$ cat src/hw/clk_switch_map.vh
// constants for the system clock switch control block: offsets, fields, resets, counts
// assumes an 8-bit register port and one-cycle source tick inputs sampled on ref_clk
`ifndef CLK_SWITCH_MAP_VH
`define CLK_SWITCH_MAP_VH

// register offsets
`define OSC_CTRL_ADDR       8'h00
`define TUNING_ADDR         8'h01
`define SEC_TIMER_CTRL_ADDR 8'h02
`define PRIMARY_CFG_ADDR    8'h03

// oscillator control fields
`define OSC_IDLE_BIT        7
`define OSC_FREQ_HI         6
`define OSC_FREQ_LO         4
`define OSC_PRIMARY_RDY_BIT 3
`define OSC_INT_STABLE_BIT  2
`define OSC_SRC_HI          1
`define OSC_SRC_LO          0

// tuning and secondary timer fields
`define TUNE_LOW_SRC_BIT    7
`define SEC_RUNNING_BIT     6
`define SEC_OSC_EN_BIT      3

// reset values
`define SRC_SEL_RESET       2'h0
`define FREQ_SEL_RESET      3'h4
`define SEC_TIMER_RESET     8'h00

// source codes
`define SRC_PRIMARY         2'h0
`define SRC_SECONDARY       2'h1
`define SRC_INTERNAL        2'h2

// frequency field codes
`define FREQ_LOW_RATE       3'h0
`define FREQ_FAST_FULL      3'h7

// timing counts in source cycles
`define OLD_PAUSE_TICKS     3'h2
`define NEW_PAUSE_TICKS     3'h3
`define STARTUP_TICKS       11'h400
`define LOW_RATE_DIVIDE     9'h100

`endif

$ cat src/hw/clock_switch_control.v
// system clock switch control: source select, internal block postscaler, status and sleep choice
// assumes oscillator ticks are one-cycle pulses synchronous to ref_clk, each one source rising edge
//
// Decided for this implementation: the register addresses and the strobed register port.
`timescale 1ns/1ps
`include "clk_switch_map.vh"

module clock_switch_control (
    // clock and reset
    input  wire       ref_clk,
    input  wire       rst_n,
    // register port
    input  wire [7:0] addr,
    input  wire [7:0] wr_data,
    input  wire       wr_stb,
    input  wire       rd_stb,
    output reg  [7:0] rd_data,
    // oscillator sources
    input  wire       primary_tick,
    input  wire       secondary_tick,
    input  wire       fast_osc_tick,
    input  wire       slow_rc_tick,
    input  wire       fast_osc_stable,
    input  wire [3:0] primary_osc_config,
    // power management
    input  wire       sleep_exec,
    input  wire       wake_event,
    // clock outputs
    output reg        device_clk_tick,
    output reg        monitor_clk_tick,
    // status outputs
    output reg        switch_busy,
    output reg        sleep_mode,
    output reg        idle_mode
);

    localparam ST_RUN   = 2'h0;
    localparam ST_DRAIN = 2'h1;
    localparam ST_FILL  = 2'h2;

    // software-visible control
    reg  [1:0]  clock_source_select_reg;
    reg  [2:0]  internal_freq_select_reg;
    reg         idle_on_sleep_reg;
    reg         low_rate_source_select_reg;
    reg  [7:0]  sec_timer_ctrl_reg;

    // switch sequencer
    reg  [1:0]  state_reg;
    reg  [1:0]  state_next;
    reg  [1:0]  active_src_reg;
    reg  [1:0]  target_src_reg;
    reg  [1:0]  target_src_next;
    reg  [2:0]  pause_cnt_reg;
    reg  [2:0]  pause_cnt_next;

    // primary startup timer
    reg  [10:0] startup_cnt_reg;
    wire        startup_done;

    // status flags
    reg         primary_clock_ready_reg;
    reg         internal_block_stable_reg;
    reg         secondary_clock_running_reg;

    wire        internal_tick;
    wire [1:0]  requested_src;
    wire [1:0]  wanted_src;
    wire        sec_osc_enable;
    wire        low_rate_rc;
    wire        osc_wr;
    reg         old_tick;
    reg         new_tick;
    reg         new_stable;
    reg         active_tick;
    reg         active_stable;

    // internal block output rate
    internal_postscaler u_postscaler (
        .ref_clk                (ref_clk),
        .rst_n                  (rst_n),
        .fast_tick              (fast_osc_tick),
        .slow_tick              (slow_rc_tick),
        .internal_freq_select   (internal_freq_select_reg),
        .low_rate_source_select (low_rate_source_select_reg),
        .internal_tick          (internal_tick)
    );

    // source decode: bit 1 alone marks the internal block
    assign requested_src = clock_source_select_reg[1] ? `SRC_INTERNAL :
                           (clock_source_select_reg[0] ? `SRC_SECONDARY : `SRC_PRIMARY);
    assign sec_osc_enable = sec_timer_ctrl_reg[`SEC_OSC_EN_BIT];
    // a secondary request with its oscillator off is ignored, the clock stays put
    assign wanted_src = (requested_src == `SRC_SECONDARY && !sec_osc_enable) ?
                        active_src_reg : requested_src;
    assign low_rate_rc = (internal_freq_select_reg == `FREQ_LOW_RATE) && !low_rate_source_select_reg;
    assign osc_wr = wr_stb && (addr == `OSC_CTRL_ADDR);
    assign startup_done = (startup_cnt_reg == `STARTUP_TICKS);

    // per-source tick and stability for the old and new side of a switch
    always @* begin
        case (active_src_reg)
            `SRC_PRIMARY: begin
                active_tick   = primary_tick;
                active_stable = startup_done;
            end
            `SRC_SECONDARY: begin
                active_tick   = secondary_tick;
                active_stable = 1'b1;
            end
            default: begin
                active_tick   = internal_tick;
                active_stable = fast_osc_stable || low_rate_rc;
            end
        endcase
        old_tick = active_tick;
        case (target_src_reg)
            `SRC_PRIMARY: begin
                new_tick   = primary_tick;
                new_stable = startup_done;
            end
            `SRC_SECONDARY: begin
                new_tick   = secondary_tick;
                new_stable = 1'b1;
            end
            default: begin
                new_tick   = internal_tick;
                new_stable = fast_osc_stable || low_rate_rc;
            end
        endcase
    end

    // control registers; all resets clear the source select and restore 1 MHz
    always @(posedge ref_clk or negedge rst_n) begin
        if (!rst_n) begin
            clock_source_select_reg    <= `SRC_SEL_RESET;
            internal_freq_select_reg   <= `FREQ_SEL_RESET;
            idle_on_sleep_reg          <= 1'b0;
            low_rate_source_select_reg <= 1'b0;
            sec_timer_ctrl_reg         <= `SEC_TIMER_RESET;
        end else if (wr_stb) begin
            case (addr)
                `OSC_CTRL_ADDR: begin
                    idle_on_sleep_reg        <= wr_data[`OSC_IDLE_BIT];
                    internal_freq_select_reg <= wr_data[`OSC_FREQ_HI:`OSC_FREQ_LO];
                    clock_source_select_reg  <= wr_data[`OSC_SRC_HI:`OSC_SRC_LO];
                end
                `TUNING_ADDR: begin
                    low_rate_source_select_reg <= wr_data[`TUNE_LOW_SRC_BIT];
                end
                `SEC_TIMER_CTRL_ADDR: begin
                    sec_timer_ctrl_reg <= wr_data;
                end
                default: begin
                    sec_timer_ctrl_reg <= sec_timer_ctrl_reg;
                end
            endcase
        end
    end

    // switch sequencer: drain old source, then wait for the new one to settle
    always @* begin
        state_next      = state_reg;
        target_src_next = target_src_reg;
        pause_cnt_next  = pause_cnt_reg;
        case (state_reg)
            ST_RUN: begin
                // a pending request is acted on in the same cycle it shows
                if (wanted_src != active_src_reg) begin
                    target_src_next = wanted_src;
                    pause_cnt_next  = 3'h0;
                    state_next      = ST_DRAIN;
                end
            end
            ST_DRAIN: begin
                if (old_tick) begin
                    if (pause_cnt_reg == `OLD_PAUSE_TICKS - 3'h1) begin
                        pause_cnt_next = 3'h0;
                        state_next     = ST_FILL;
                    end else begin
                        pause_cnt_next = pause_cnt_reg + 3'h1;
                    end
                end
            end
            ST_FILL: begin
                // only ticks of a stable new source count toward the pause
                if (new_tick && new_stable) begin
                    if (pause_cnt_reg == `NEW_PAUSE_TICKS - 3'h1) begin
                        pause_cnt_next = 3'h0;
                        state_next     = ST_RUN;
                    end else begin
                        pause_cnt_next = pause_cnt_reg + 3'h1;
                    end
                end
            end
            default: begin
                state_next = ST_RUN;
            end
        endcase
    end

    always @(posedge ref_clk or negedge rst_n) begin
        if (!rst_n) begin
            state_reg      <= ST_RUN;
            active_src_reg <= `SRC_PRIMARY;
            target_src_reg <= `SRC_PRIMARY;
            pause_cnt_reg  <= 3'h0;
        end else begin
            state_reg      <= state_next;
            target_src_reg <= target_src_next;
            pause_cnt_reg  <= pause_cnt_next;
            if (state_reg == ST_FILL && state_next == ST_RUN) begin
                active_src_reg <= target_src_reg;
            end
        end
    end

    // startup timer runs while the primary is wanted or in use, restarts otherwise
    always @(posedge ref_clk or negedge rst_n) begin
        if (!rst_n) begin
            startup_cnt_reg <= 11'h000;
        end else if (wanted_src != `SRC_PRIMARY && active_src_reg != `SRC_PRIMARY) begin
            startup_cnt_reg <= 11'h000;
        end else if (primary_tick && !startup_done) begin
            startup_cnt_reg <= startup_cnt_reg + 11'h001;
        end
    end

    // source status flags; each needs its own source active, so one at most is set
    always @(posedge ref_clk or negedge rst_n) begin
        if (!rst_n) begin
            primary_clock_ready_reg     <= 1'b0;
            internal_block_stable_reg   <= 1'b0;
            secondary_clock_running_reg <= 1'b0;
        end else begin
            primary_clock_ready_reg     <= (state_next == ST_RUN) && (active_src_reg == `SRC_PRIMARY) &&
                                           startup_done;
            internal_block_stable_reg   <= (state_next == ST_RUN) && (active_src_reg == `SRC_INTERNAL) &&
                                           fast_osc_stable && !low_rate_rc;
            secondary_clock_running_reg <= (state_next == ST_RUN) &&
                                           (active_src_reg == `SRC_SECONDARY);
        end
    end

    // sleep instruction: idle keeps the device clock, sleep stops it until wake
    always @(posedge ref_clk or negedge rst_n) begin
        if (!rst_n) begin
            sleep_mode <= 1'b0;
            idle_mode  <= 1'b0;
        end else if (wake_event) begin
            sleep_mode <= 1'b0;
            idle_mode  <= 1'b0;
        end else if (sleep_exec && !sleep_mode && !idle_mode) begin
            sleep_mode <= !idle_on_sleep_reg;
            idle_mode  <= idle_on_sleep_reg;
        end
    end

    // clock outputs; the device clock is held low for the whole switch pause
    always @(posedge ref_clk or negedge rst_n) begin
        if (!rst_n) begin
            device_clk_tick  <= 1'b0;
            monitor_clk_tick <= 1'b0;
            switch_busy      <= 1'b0;
        end else begin
            // a request seen this edge already hides the tick, so busy and a device edge never overlap
            device_clk_tick  <= (state_reg == ST_RUN) && (state_next == ST_RUN) && active_stable &&
                                active_tick && !sleep_mode;
            monitor_clk_tick <= slow_rc_tick;
            switch_busy      <= (state_next != ST_RUN);
        end
    end

    // read port: data in the cycle after the strobe only, unmapped reads zero
    always @(posedge ref_clk or negedge rst_n) begin
        if (!rst_n) begin
            rd_data <= 8'h00;
        end else if (rd_stb) begin
            case (addr)
                `OSC_CTRL_ADDR: begin
                    rd_data <= {idle_on_sleep_reg, internal_freq_select_reg, primary_clock_ready_reg,
                                internal_block_stable_reg, clock_source_select_reg};
                end
                `TUNING_ADDR: begin
                    rd_data <= {low_rate_source_select_reg, 7'h00};
                end
                `SEC_TIMER_CTRL_ADDR: begin
                    rd_data <= {sec_timer_ctrl_reg[7], secondary_clock_running_reg,
                                sec_timer_ctrl_reg[5:0]};
                end
                `PRIMARY_CFG_ADDR: begin
                    rd_data <= {4'h0, primary_osc_config};
                end
                default: begin
                    rd_data <= 8'h00;
                end
            endcase
        end else begin
            rd_data <= 8'h00;
        end
    end

endmodule // clock_switch_control

$ cat src/hw/internal_postscaler.v
// postscaler of the internal oscillator block: picks its output tick from the frequency field
// assumes fast_tick pulses at the fast oscillator rate and slow_tick at the slow rc rate
`timescale 1ns/1ps
`include "clk_switch_map.vh"

module internal_postscaler (
    // clock and reset
    input  wire       ref_clk,
    input  wire       rst_n,
    // source ticks
    input  wire       fast_tick,
    input  wire       slow_tick,
    // selection
    input  wire [2:0] internal_freq_select,
    input  wire       low_rate_source_select,
    // result
    output reg        internal_tick
);

    reg  [7:0] div_reg;
    wire [7:0] div_next;
    reg  [7:0] mask;

    // free-running divide chain of the fast oscillator
    assign div_next = div_reg + 8'h01;

    always @(posedge ref_clk or negedge rst_n) begin
        if (!rst_n) begin
            div_reg <= 8'h00;
        end else if (fast_tick) begin
            div_reg <= div_next;
        end
    end

    // the mask is combinational so a field change acts on the very next tick
    always @* begin
        case (internal_freq_select)
            3'h1:    mask = 8'h3f;
            3'h2:    mask = 8'h1f;
            3'h3:    mask = 8'h0f;
            3'h4:    mask = 8'h07;
            3'h5:    mask = 8'h03;
            3'h6:    mask = 8'h01;
            3'h7:    mask = 8'h00;
            default: mask = 8'hff;
        endcase
        if (internal_freq_select == `FREQ_LOW_RATE && !low_rate_source_select) begin
            internal_tick = slow_tick;
        end else begin
            internal_tick = fast_tick && ((div_reg & mask) == mask);
        end
    end

endmodule // internal_postscaler

$ cat config.mk
export PLATFORM = sky130hd
export DESIGN_NAME = clock_switch_control
export DESIGN_NICKNAME = d
export VERILOG_FILES = /design/src/hw/clock_switch_control.v /design/src/hw/internal_postscaler.v
export VERILOG_INCLUDE_DIRS = /design/src /design/src/hw
export SDC_FILE = /design/constraint.sdc
export NUM_CORES = 1
export LEC_CHECK = 0
export ABC_AREA = 1
export ABC_CLOCK_PERIOD_IN_PS = 3800
export BUFFER_PORTS_ARGS = -buffer_cell sky130_fd_sc_hd__buf_4
export CORE_UTILIZATION = 56
export CTS_BUF_LIST = sky130_fd_sc_hd__clkbuf_16
export DETAILED_ROUTE_END_ITERATION = 8
export PLACE_DENSITY = 0.78
export SETUP_SLACK_MARGIN = 0.02
export SLEW_MARGIN = 20
export SYNTH_ARGS = -nofsm -noshare
export SYNTH_HDL_FRONTEND = slang
export SYNTH_SLANG_ARGS = --single-unit
$ cat constraint.sdc
create_clock -name ref_clk -period 3.8 [get_ports ref_clk]
set_input_delay 0.76 -clock ref_clk [delete_from_list [all_inputs] [get_ports ref_clk]]
set_output_delay 0.76 -clock ref_clk [all_outputs]
set_load 0.03 [all_outputs]
# ---- Word level (Yosys, flattened, before mapping)
# Cells that the tools add are included.
# W data, S select, Z words.
dict set report word_totals {
  ff_bits 59
  in_bits 31
}
dict set report classes {
  addsub 3
  eq_ne 24
  muxes 29
  n_bitwise 1
  n_reduce_logical 44
}
# operator n
set op_table {}
lappend op_table {{$pmux W8 S7} 1}
lappend op_table {{$pmux W8 S4} 1}
lappend op_table {{$mux W11} 2}
lappend op_table {{$logic_and A1 B1 Y1} 19}
lappend op_table {{$eq A8 B2 Y1 const B} 2}
lappend op_table {{$mux W3} 5}
lappend op_table {{$mux W2} 7}
lappend op_table {{$eq A3 B3 Y1 const B} 4}
lappend op_table {{$add A11 B1 Y11 const B} 1}
lappend op_table {{$eq A11 B11 Y1 const B} 1}
lappend op_table {{$reduce_bool A2 Y1} 5}
lappend op_table {{$eq A3 B2 Y1 const B} 3}
lappend op_table {{$pmux W3 S3} 1}
lappend op_table {{$add A8 B1 Y8 const B} 1}
lappend op_table {{$and A8 B8 Y8} 1}
lappend op_table {{$eq A2 B1 Y1 const B} 4}
lappend op_table {{$eq A8 B1 Y1 const B} 1}
lappend op_table {{$eq A8 B8 Y1} 1}
lappend op_table {{$logic_not A2 Y1} 4}
lappend op_table {{$logic_not A8 Y1} 1}
lappend op_table {{$mux W8} 1}
lappend op_table {{$pmux W1 S2} 4}
lappend op_table {{$reduce_and A2 Y1} 4}
lappend op_table {{$logic_not A1 Y1} 7}
lappend op_table {{11 further kinds} 20}

# ---- Logic depth before layout (Yosys ltp)
# Gate-level depths: netlist (run 1).
dict set report depth {
  depth_word 15
  mapped_depth 15
  ltp_nobuf 15
}

# ---- Hierarchy
# A second synthesis (run 1) with hierarchy kept.
dict set report unflattened {
  hier_cells 394
  hier_area_um2 3101.7
}
# mod n_inst cells_each area_each_um2 seq_area_each_um2
set by_module_without_submodules {}
lappend by_module_without_submodules {clock_switch_control 1 328 2620.0 1252.5}
lappend by_module_without_submodules {internal_postscaler 1 66 481.7 200.2}

# ---- Least setup slack after synthesis (run 1)
# OpenSTA, ideal clock, no wires.
dict set report synth_timing {
  kind {input to register}
  start {input port addr[3]}
  end {register clock_source_select_reg[0]}
  setup_ps 121
  arrival_ps 1719
  setup_slack_ps 1961
  stages 7
  path_cell_list {nor2_2 > inv_1 > nor4_4 > nand2_2 > buf_2 > nand2_1 > o21ai_1}
}
dict set report synth_between {
  elab_chain_cells 2
}
# item line
set synth_rtl {}
lappend synth_rtl {{from (decl)} clock_switch_control.v:13} ;# input wire [7:0] addr,
lappend synth_rtl {{$logic_not A8 Y1} clock_switch_control.v:142} ;# case (addr)
lappend synth_rtl {{$reduce_and A2 Y1 (no line)} -}
lappend synth_rtl {{to (signal assigned)} clock_switch_control.v:136} ;# clock_source_select_reg <= `SRC_SEL_RESET;
lappend synth_rtl {{to (signal assigned)} clock_switch_control.v:146} ;# clock_source_select_reg <= wr_data[`OSC_SRC_HI:`OSC_SRC_LO];
lappend synth_rtl {{to (decl)} clock_switch_control.v:42} ;# reg [1:0] clock_source_select_reg;
# Every way passes these cells.
# A chain may end at the register's enable or synchronous reset.

# ---- Worst setup path after layout (run 1)
dict set report layout_timing {
  start {input port addr[3]}
  end {register sec_timer_ctrl_reg[2]}
}
dict set report layout_between {
  elab_chain_cells 2
}
# item line
set layout_rtl {}
lappend layout_rtl {{$eq A8 B2 Y1} clock_switch_control.v:142}
lappend layout_rtl {{$reduce_and A2 Y1 (no line)} -}
lappend layout_rtl {{to (signal assigned)} clock_switch_control.v:140} ;# sec_timer_ctrl_reg <= `SEC_TIMER_RESET;
lappend layout_rtl {{to (signal assigned)} clock_switch_control.v:152} ;# sec_timer_ctrl_reg <= wr_data;
lappend layout_rtl {{to (signal assigned)} clock_switch_control.v:155} ;# sec_timer_ctrl_reg <= sec_timer_ctrl_reg;
lappend layout_rtl {{to (decl)} clock_switch_control.v:46} ;# reg [7:0] sec_timer_ctrl_reg;
# Every way passes these cells.

==> results by group, run 1 <==
Run status
  • Status: finished, final reports clean

Power
  • Cell Pwr Density: between 500 and 600 mW/mm^2
  • Leakage power: 1.89 nW
  • VDD IR max: 371 uV

Floorplanning
  • Die Wd: 76.5 microns
  • Core area: 0.00524 sq mm
  • Ports: 44
  • Row count: 26
  • Initial Util: 0.594
  • Die Y: roughly 77 microns
  • Die ar.: about 0.0059 sq mm

Final layout
  • Area occupied by multi-input gates: around 0.0014 sq mm
  • Number of flip-flops in the largest register: 11
  • Nets: approximately 460
  • N_diodes: 0
  • Register area: about 0.0015 sq mm
  • Layout area overhead: 21.6%
  • Fillers: between 300 and 400
  • Post-route cell area: around 0.0038 sq mm
  • Layout cell share with drive strength beyond 1: 0.234

Global routing
  • First-pass GRT wire length: roughly 11000 microns
  • Largest net degree at the start of global routing: between 50 and 60
  • Initial antenna violation count: 0
  • Vias in the first global route: roughly 2.6k
  • Total track usage: 0.250
  • Total congestion overflow: 0

Timing
  • Worst-Margin Slew: 712 ps
  • Final Hold Fails: 0
  • Slew HR: 0.525
  • Final setup viols: 0
  • Post-route minimum period: about 1900 ps
  • RSZ-0062 raised after global routing: false
  • Worst Skew: 7.65 ps
  • Setup tns final: 0 ps
  • Max Clock Freq: roughly 530 MHz
  • Max Slew Vio Count: 0
  • Crit share post-route: 0.495

Detailed routing
  • Via count: between 2k and 3k
  • Routed Antenna Nets: 0
  • Drt initial violations: between 100 and 150
  • Metal3 WL: between 300 and 400 microns
  • WL/cell: 13.1 microns
  • Highest routed metal layer: met4
  • DR pass1 iterations: 4
  • Detailed Route WL: around 6500 microns
  • Via density: 5.16
  • DRC: 0
  • M1 WL: 2800 microns
  • Metal2 WL: ~3300 microns

Worst setup path
  • Critical Path Start: addr[3]
  • RR Endpoint: active_src_reg[1]
  • Crit start category: primary input
  • Crit-path max FO: 13
  • End point of the critical path: sec_timer_ctrl_reg[2]
  • CP required: 4010 ps
  • WS Path Type: primary input to flop
  • Crit path capture type: flop
  • Worst Path Arrival: approximately 2100 ps
  • Reg2reg start: startup_cnt_reg[0]
  • R2R cell count: 15
  • R2R setup slack: 1960 ps

Place
  • DP Area: 0.00350 sq mm
  • Final HPWL DP: ~4700 microns
  • GP Congestion: 0.817
  • PortBufs: 43

Clocking
  • Post_cts resized: 0
  • TritonCTS Sinks: 58
  • CTS H-tree lvls: 3
  • CTS tree: done
  • # hold bufs at CTS: 0
  • CTS Buffer Depth: 2
  • Clk root buf: clkbuf_16
  • CTS buffer count: 9
  • Post-CTS setup buffer count: 0
  • Clock Pin Slew Worst Setup and Hold Paths: around 50 ps
  • Latest clock arrival within the worst-skew pair: 320 ps

Synth
  • Post-synthesis sequential area ratio: 0.467
  • Yosys reg bits: between 50 and 60
  • Yosys warning count: 0
  • Netlist cell types: 37
  • Post-synthesis cell count: 371
  • Syn Std Cell Area: 0.00311 sq mm
  • Syn_area_per_cell: approximately 8.4 sq um
  • Syn nets: 410

Hold path
  • Hold crit path type: flop to flop

Flow run
  • Max-cap viol count: 0
stage by stage:
step            util  std cells  power [mW]  hold WS [ps]  setup WS (ps)
2_1_floorplan      -        371        1.29           445           1960
3_3_place_gp   0.669        481        1.44           461           1610
3_5_place_dp   0.669        481        1.46           467           1590
4_1_cts        0.722        497        2.22           481           1920
5_1_grt        0.722        497        2.35           493           1710
6_report       0.722        497        2.21           477           1920
worst min-delay path by stage:
stage,from,end,slack (ps),cells past startpoint
2_1_floorplan,u_postscaler.div_reg[5],u_postscaler.div_reg[5],450,1
3_3_place_gp,u_postscaler.div_reg[7],u_postscaler.div_reg[7],460,1
3_5_place_dp,u_postscaler.div_reg[7],u_postscaler.div_reg[7],470,1
4_1_cts,u_postscaler.div_reg[5],u_postscaler.div_reg[5],480,1
5_1_grt,u_postscaler.div_reg[5],u_postscaler.div_reg[5],490,1
6_report,u_postscaler.div_reg[5],u_postscaler.div_reg[5],480,1
cells in the mapped netlist:
cell	number	area, sq um
xor2_1	5	43.8
o2111ai_1	1	8.76
buf_4	1	7.51
nand3_2	7	70.1
nand2_1	86	323
xnor2_1	3	26.3
dfstp_2	1	26.3
nand3b_1	1	7.51
dfrtp_1	57	1430
buf_2	2	10.0
nand4_1	5	31.3
nand3b_2	1	11.3
nand2_2	6	37.5
nor4_1	1	6.26
nor2_2	7	43.8
o22ai_4	1	20.0
inv_2	4	15.0
a21oi_1	19	95.1
a21oi_2	3	26.3
nor4_2	2	25.0
nor3_1	6	30.0
o21ai_0	20	100
nor3_2	2	20.0
o221ai_1	1	8.76
nor2_1	31	116
nand3_1	16	80.1
nand3_4	1	17.5
nor4_4	1	21.3
nor2_4	5	56.3
a31oi_1	1	6.26
mux2_2	1	11.3
o211ai_1	1	7.51
a22oi_1	1	7.51
nand2_4	3	33.8
ha_1	8	100
inv_1	54	203
o21ai_1	6	30.0
layout make-up:
| cell class | instances | share of cell area |
|---|---|---|
| clock buffer | 9 | 0.0595 |
| multi-input combinational | 252 | 0.376 |
| sequential | 58 | 0.384 |
| tap | 70 | 0.0231 |
| clock inverter | 7 | 0.0146 |
| inverter | 58 | 0.0575 |
| timing repair buffer | 43 | 0.0853 |
cells by family after synthesis:
logic type,Yosys count,share of synthesized area
adder cells (fa/ha/maj),8,0.0322
AND/OR/NAND/NOR,181,0.299
flip-flops,58,0.467
multiplexers,1,0.00362
buffers and inverters,61,0.0756
XOR/XNOR,8,0.0225
AO/OA/AOI/OAI,54,0.0998
critical path, stage by stage:
cell and delay, ps:
buf_4 110, nor2_2 130, inv_1 120, nor4_1 310, nand2_1 310, mux2_2 360
cells in the final DEF, fill, tap and decap left out, types with 3 or more instances in the layout:
cell | Yosys | layout
nand4_1 | 5 | 5
dfrtp_1 | 57 | 57
o21ai_0 | 20 | 20
xor2_1 | 5 | 5
nand3_1 | 16 | 16
nand3_2 | 7 | 7
nand2_2 | 6 | 6
o21ai_1 | 6 | 6
nor2_4 | 5 | 5
nor2_2 | 7 | 7
inv_2 | 4 | 4
ha_1 | 8 | 8
nor3_1 | 6 | 6
nor2_1 | 31 | 31
xnor2_1 | 3 | 3
clkbuf_16 | 0 | 9
a21oi_1 | 19 | 19
a21oi_2 | 3 | 3
inv_1 | 54 | 57
nand2_4 | 3 | 3
buf_4 | 1 | 43
nand2_1 | 86 | 86
routing by layer:
layer | up-vias | global-route usage
li1 | 1291 | -
met1 | 1201 | 0.284
met2 | 61 | 0.441
met3 | 13 | 0.0623
met4 | 0 | 0.110
met5 | - | 0
report_power, final:
group	switching (mW)	internal [mW]	total [mW]	leakage, nW
Sequential	0.109	0.733	0.841	0.764
Clock	0.256	0.493	0.749	0.150
Combinational	0.398	0.222	0.620	0.973
No activity file was read; power rests on OpenSTA's default activity.
==> run 2, diff against run 1 <==
- ABC_AREA: 1 -> 0
- ABC_CLOCK_PERIOD_IN_PS: 3800 -> 1700
- CORE_UTILIZATION: 56 -> 51
- PLACE_DENSITY: 0.78 -> 0.75
- clock period: 3.8 -> 1.7 ns (I/O delays scaled with it)
==> results by group, run 2 <==
Run status
  • Status: finished, violations left
  • Failing checks: setup timing

Final layout
  • Nets: 443 (-3.9%)
  • Layout cell share with drive strength beyond 1: 0.506 (+0.272)
  • Area occupied by multi-input gates: 0.00169 sq mm (+19%)
  • Post-route cell area: 0.00457 sq mm (+21%)
  • Layout area overhead: 52.9%
  • Final Util: 0.819 (+0.0967)
  • N_diodes: 0 (unchanged)
  • Number of flip-flops in the largest register: 11 (unchanged)
  • Register area: 0.00146 sq mm (+0.26%)
  • Most frequent cells in the layout: buf_4, dfrtp_1, nor2_1
  • Leading cell type in the layout, fill and taps excluded: buf_4
  • Fillers: 296 (-21%)

Detailed routing
  • DR pass1 iterations: 5 (+1)
  • Detailed Route WL: 8870 microns (+36%)
  • Via density: 5.72 (+11%)
  • Via count: 2750 (+7.2%)
  • DRC: 0 (unchanged)
  • Drt initial violations: 256 (+120%)
  • WL/cell: 18.4 microns (+41%)
  • Routed Antenna Nets: 0 (unchanged)

Worst setup path
  • CP required: 1910 ps (-2100 ps)
  • WS Path Type: flop to flop
  • Crit path capture type: flop
  • Crit start category: flop
  • Crit-path max FO: 3 (-10)
  • Worst Path Arrival: 2510 ps (+420 ps)

Clocking
  • Clk root buf: clkbuf_16
  • CTS tree: done
  • CTS Buffer Depth: 2 (unchanged)
  • TritonCTS Sinks: 58 (unchanged)
  • CTS buffer count: 9 (unchanged)
  • CTS H-tree lvls: 3 (unchanged)
  • Clock Pin Slew Worst Setup and Hold Paths: 50 ps (about the same)
  • Latest clock arrival within the worst-skew pair: 330 ps (about the same)

Synth
  • Share of flip-flops with an asynchronous set or reset: 1.00 (unchanged)
  • Syn_area_per_cell: 10.9 sq um (+30%)
  • Most frequent cell after synthesis: dfrtp_1
  • Synth Flop Type: dfrtp_1
  • Largest area contributor in the netlist: dfrtp_1
  • Yosys reg bits: 58 (unchanged)
  • EDFF count, synth: 0 (unchanged)
  • Netlist cell types: 60 (+62%)
  • Yosys warning count: 0 (unchanged)
  • Synth top area cells: dfrtp_1, mux2_2, nor2_1
  • Top cells by count, synth: dfrtp_1, nor2_1, nand2_1, mux2_2, xor2_1
  • Syn Std Cell Area: 0.00299 sq mm (-4.0%)
  • Area fraction of the dominant cell type after synthesis: 0.478 (+0.0190)
  • Post-synthesis cell count: 274 (-26%)
  • Post-synthesis sequential area ratio: 0.486 (+0.0194)
  • Syn nets: 313 (-24%)

Global routing
  • First-pass GRT wire length: 12400 microns (+8.4%)
  • Total track usage: 0.264 (+0.0143)
  • Largest net degree at the start of global routing: 31 (-47%)
  • Initial antenna violation count: 0 (unchanged)
  • Vias in the first global route: 2726 (+3.4%)
  • Total congestion overflow: 0 (unchanged)

Timing
  • Post-route minimum period: 2300 ps
  • Final Hold Fails: 0 (unchanged)
  • Crit share post-route: 1.35
  • Worst Skew: 9.23 ps (+1.58 ps)
  • WHS: 168 ps (-310 ps)
  • Setup tns final: -6060 ps (-6060 ps)
  • RSZ-0062 raised after global routing: true
  • Max Slew Vio Count: 0 (unchanged)
  • Max Clock Freq: between 400 and 500 MHz
  • Final setup viols: 21 (+21)
  • Worst-Margin Slew: 490 ps (-222 ps)
  • Setup ws final: -603 ps (-2520 ps)
  • Slew HR: 0.673 (+0.147)

Floorplanning
  • Row count: 27 (+3.8%)
  • Die ar.: 0.00617 sq mm (+5.3%)
  • Die Wd: 78.5 microns (+2.6%)
  • Die Y: 78.5 microns (+2.6%)
  • Ports: 44 (unchanged)
  • Initial Util: 0.536 (-0.0581)
  • Core area: 0.00557 sq mm (+6.4%)

Hold path
  • Hold crit path type: primary input to flop

Place
  • DP Area: 0.00396 sq mm (+13%)
  • DP Worst Slack: -633 ps (-2220 ps)
  • Final HPWL DP: 5050 microns (+7.6%)
  • GP Congestion: 0.830 (+1.7%)
  • PortBufs: 43 (unchanged)

Power
  • Cell Pwr Density: 1460 mW/mm^2 (+150%)
  • Leakage power: 2.19 nW (+16%)
  • VDD IR max: 1090 uV (+190%)

Flow run
  • Max-cap viol count: 0 (unchanged)
## run 2: cell count changes after synthesis, moves of 6 or more
cell     previous run  this run
a31oi_1             1         8
a21oi_1            19         8
nand2_2             6         0
mux2i_1             0         9
xor2_1              5        11
nand3_1            16         3
mux2_2              1        14
nand3_2             7         0
o21ai_0            20         8
inv_1              54        10
nor2_2              7         0
nand2_1            86        20
## run 2: path summary, 6_finish.rpt
check	slack [ps]	from	end	depth (start not counted)
worst min-delay path	170	wake_event	sleep_mode	2
min in group asynchronous	480	rst_n	rd_data[7]	2
max in group asynchronous	720	rst_n	startup_cnt_reg[10]	3
worst max-delay path	-600	startup_cnt_reg[1]	active_src_reg[1]	8
worst max register to register	-600	startup_cnt_reg[1]	active_src_reg[1]	8
worst min register to register	510	sec_timer_ctrl_reg[1]	sec_timer_ctrl_reg[1]	1
## run 2: what timing repair did
action	4_1_cts	5_1_grt
setup endpoints to repair	25	29
gates resized for setup	10	34
endpoints found under the hold margin	27	0
hold buffers	1	0
setup buffers	4	9
pin swaps	6	11
## run 2: metrics by stage
step / std cells / total power [mW]
after floorplan: 274 / 2.99
after global placement: 451 / 4.01
after detailed placement: 451 / 4.09
after CTS: 472 / 5.92
after global routing: 481 / 6.91
final: 481 / 6.66
## run 2: cells by family after synthesis
kind of cell,synth area share
buf+inv,0.0276
mux,0.0930
flops,0.486
simple gates,0.193
fa+ha+maj,0.0335
compound gates,0.122
xor+xnor,0.0440
## run 2: area by class of cell
class / instances / area share
clock inverters: 7 / 0.0118
inverters: 10 / 0.00822
multi-input cells: 197 / 0.371
well taps: 72 / 0.0197
clock buffers: 9 / 0.0493
flip-flops and latches: 58 / 0.319
repair buffers: 128 / 0.221
## run 2: where the power goes
part / internal [mW] / switching [mW]
sequential: 1.61 / 0.211
combinational: 1.61 / 1.51
clock: 1.10 / 0.612
total: 4.32 / 2.34
## run 2: critical path, stage by stage (launching register included)
cell and delay, ps:
dfrtp_1 400, inv_2 90, ha_4 130, nor4b_4 200, nand3_2 130, o211ai_1 380
o221a_2 330, o221a_4 220, mux2_4 310
## run 2: layer usage
layer	part of all wire	track usage	vias up
met3	0.053	0.0419	28
met5	0	0	-
met4	0.024	0.120	0
met2	0.52	0.449	110
li1	-	-	1261
met1	0.40	0.329	1351
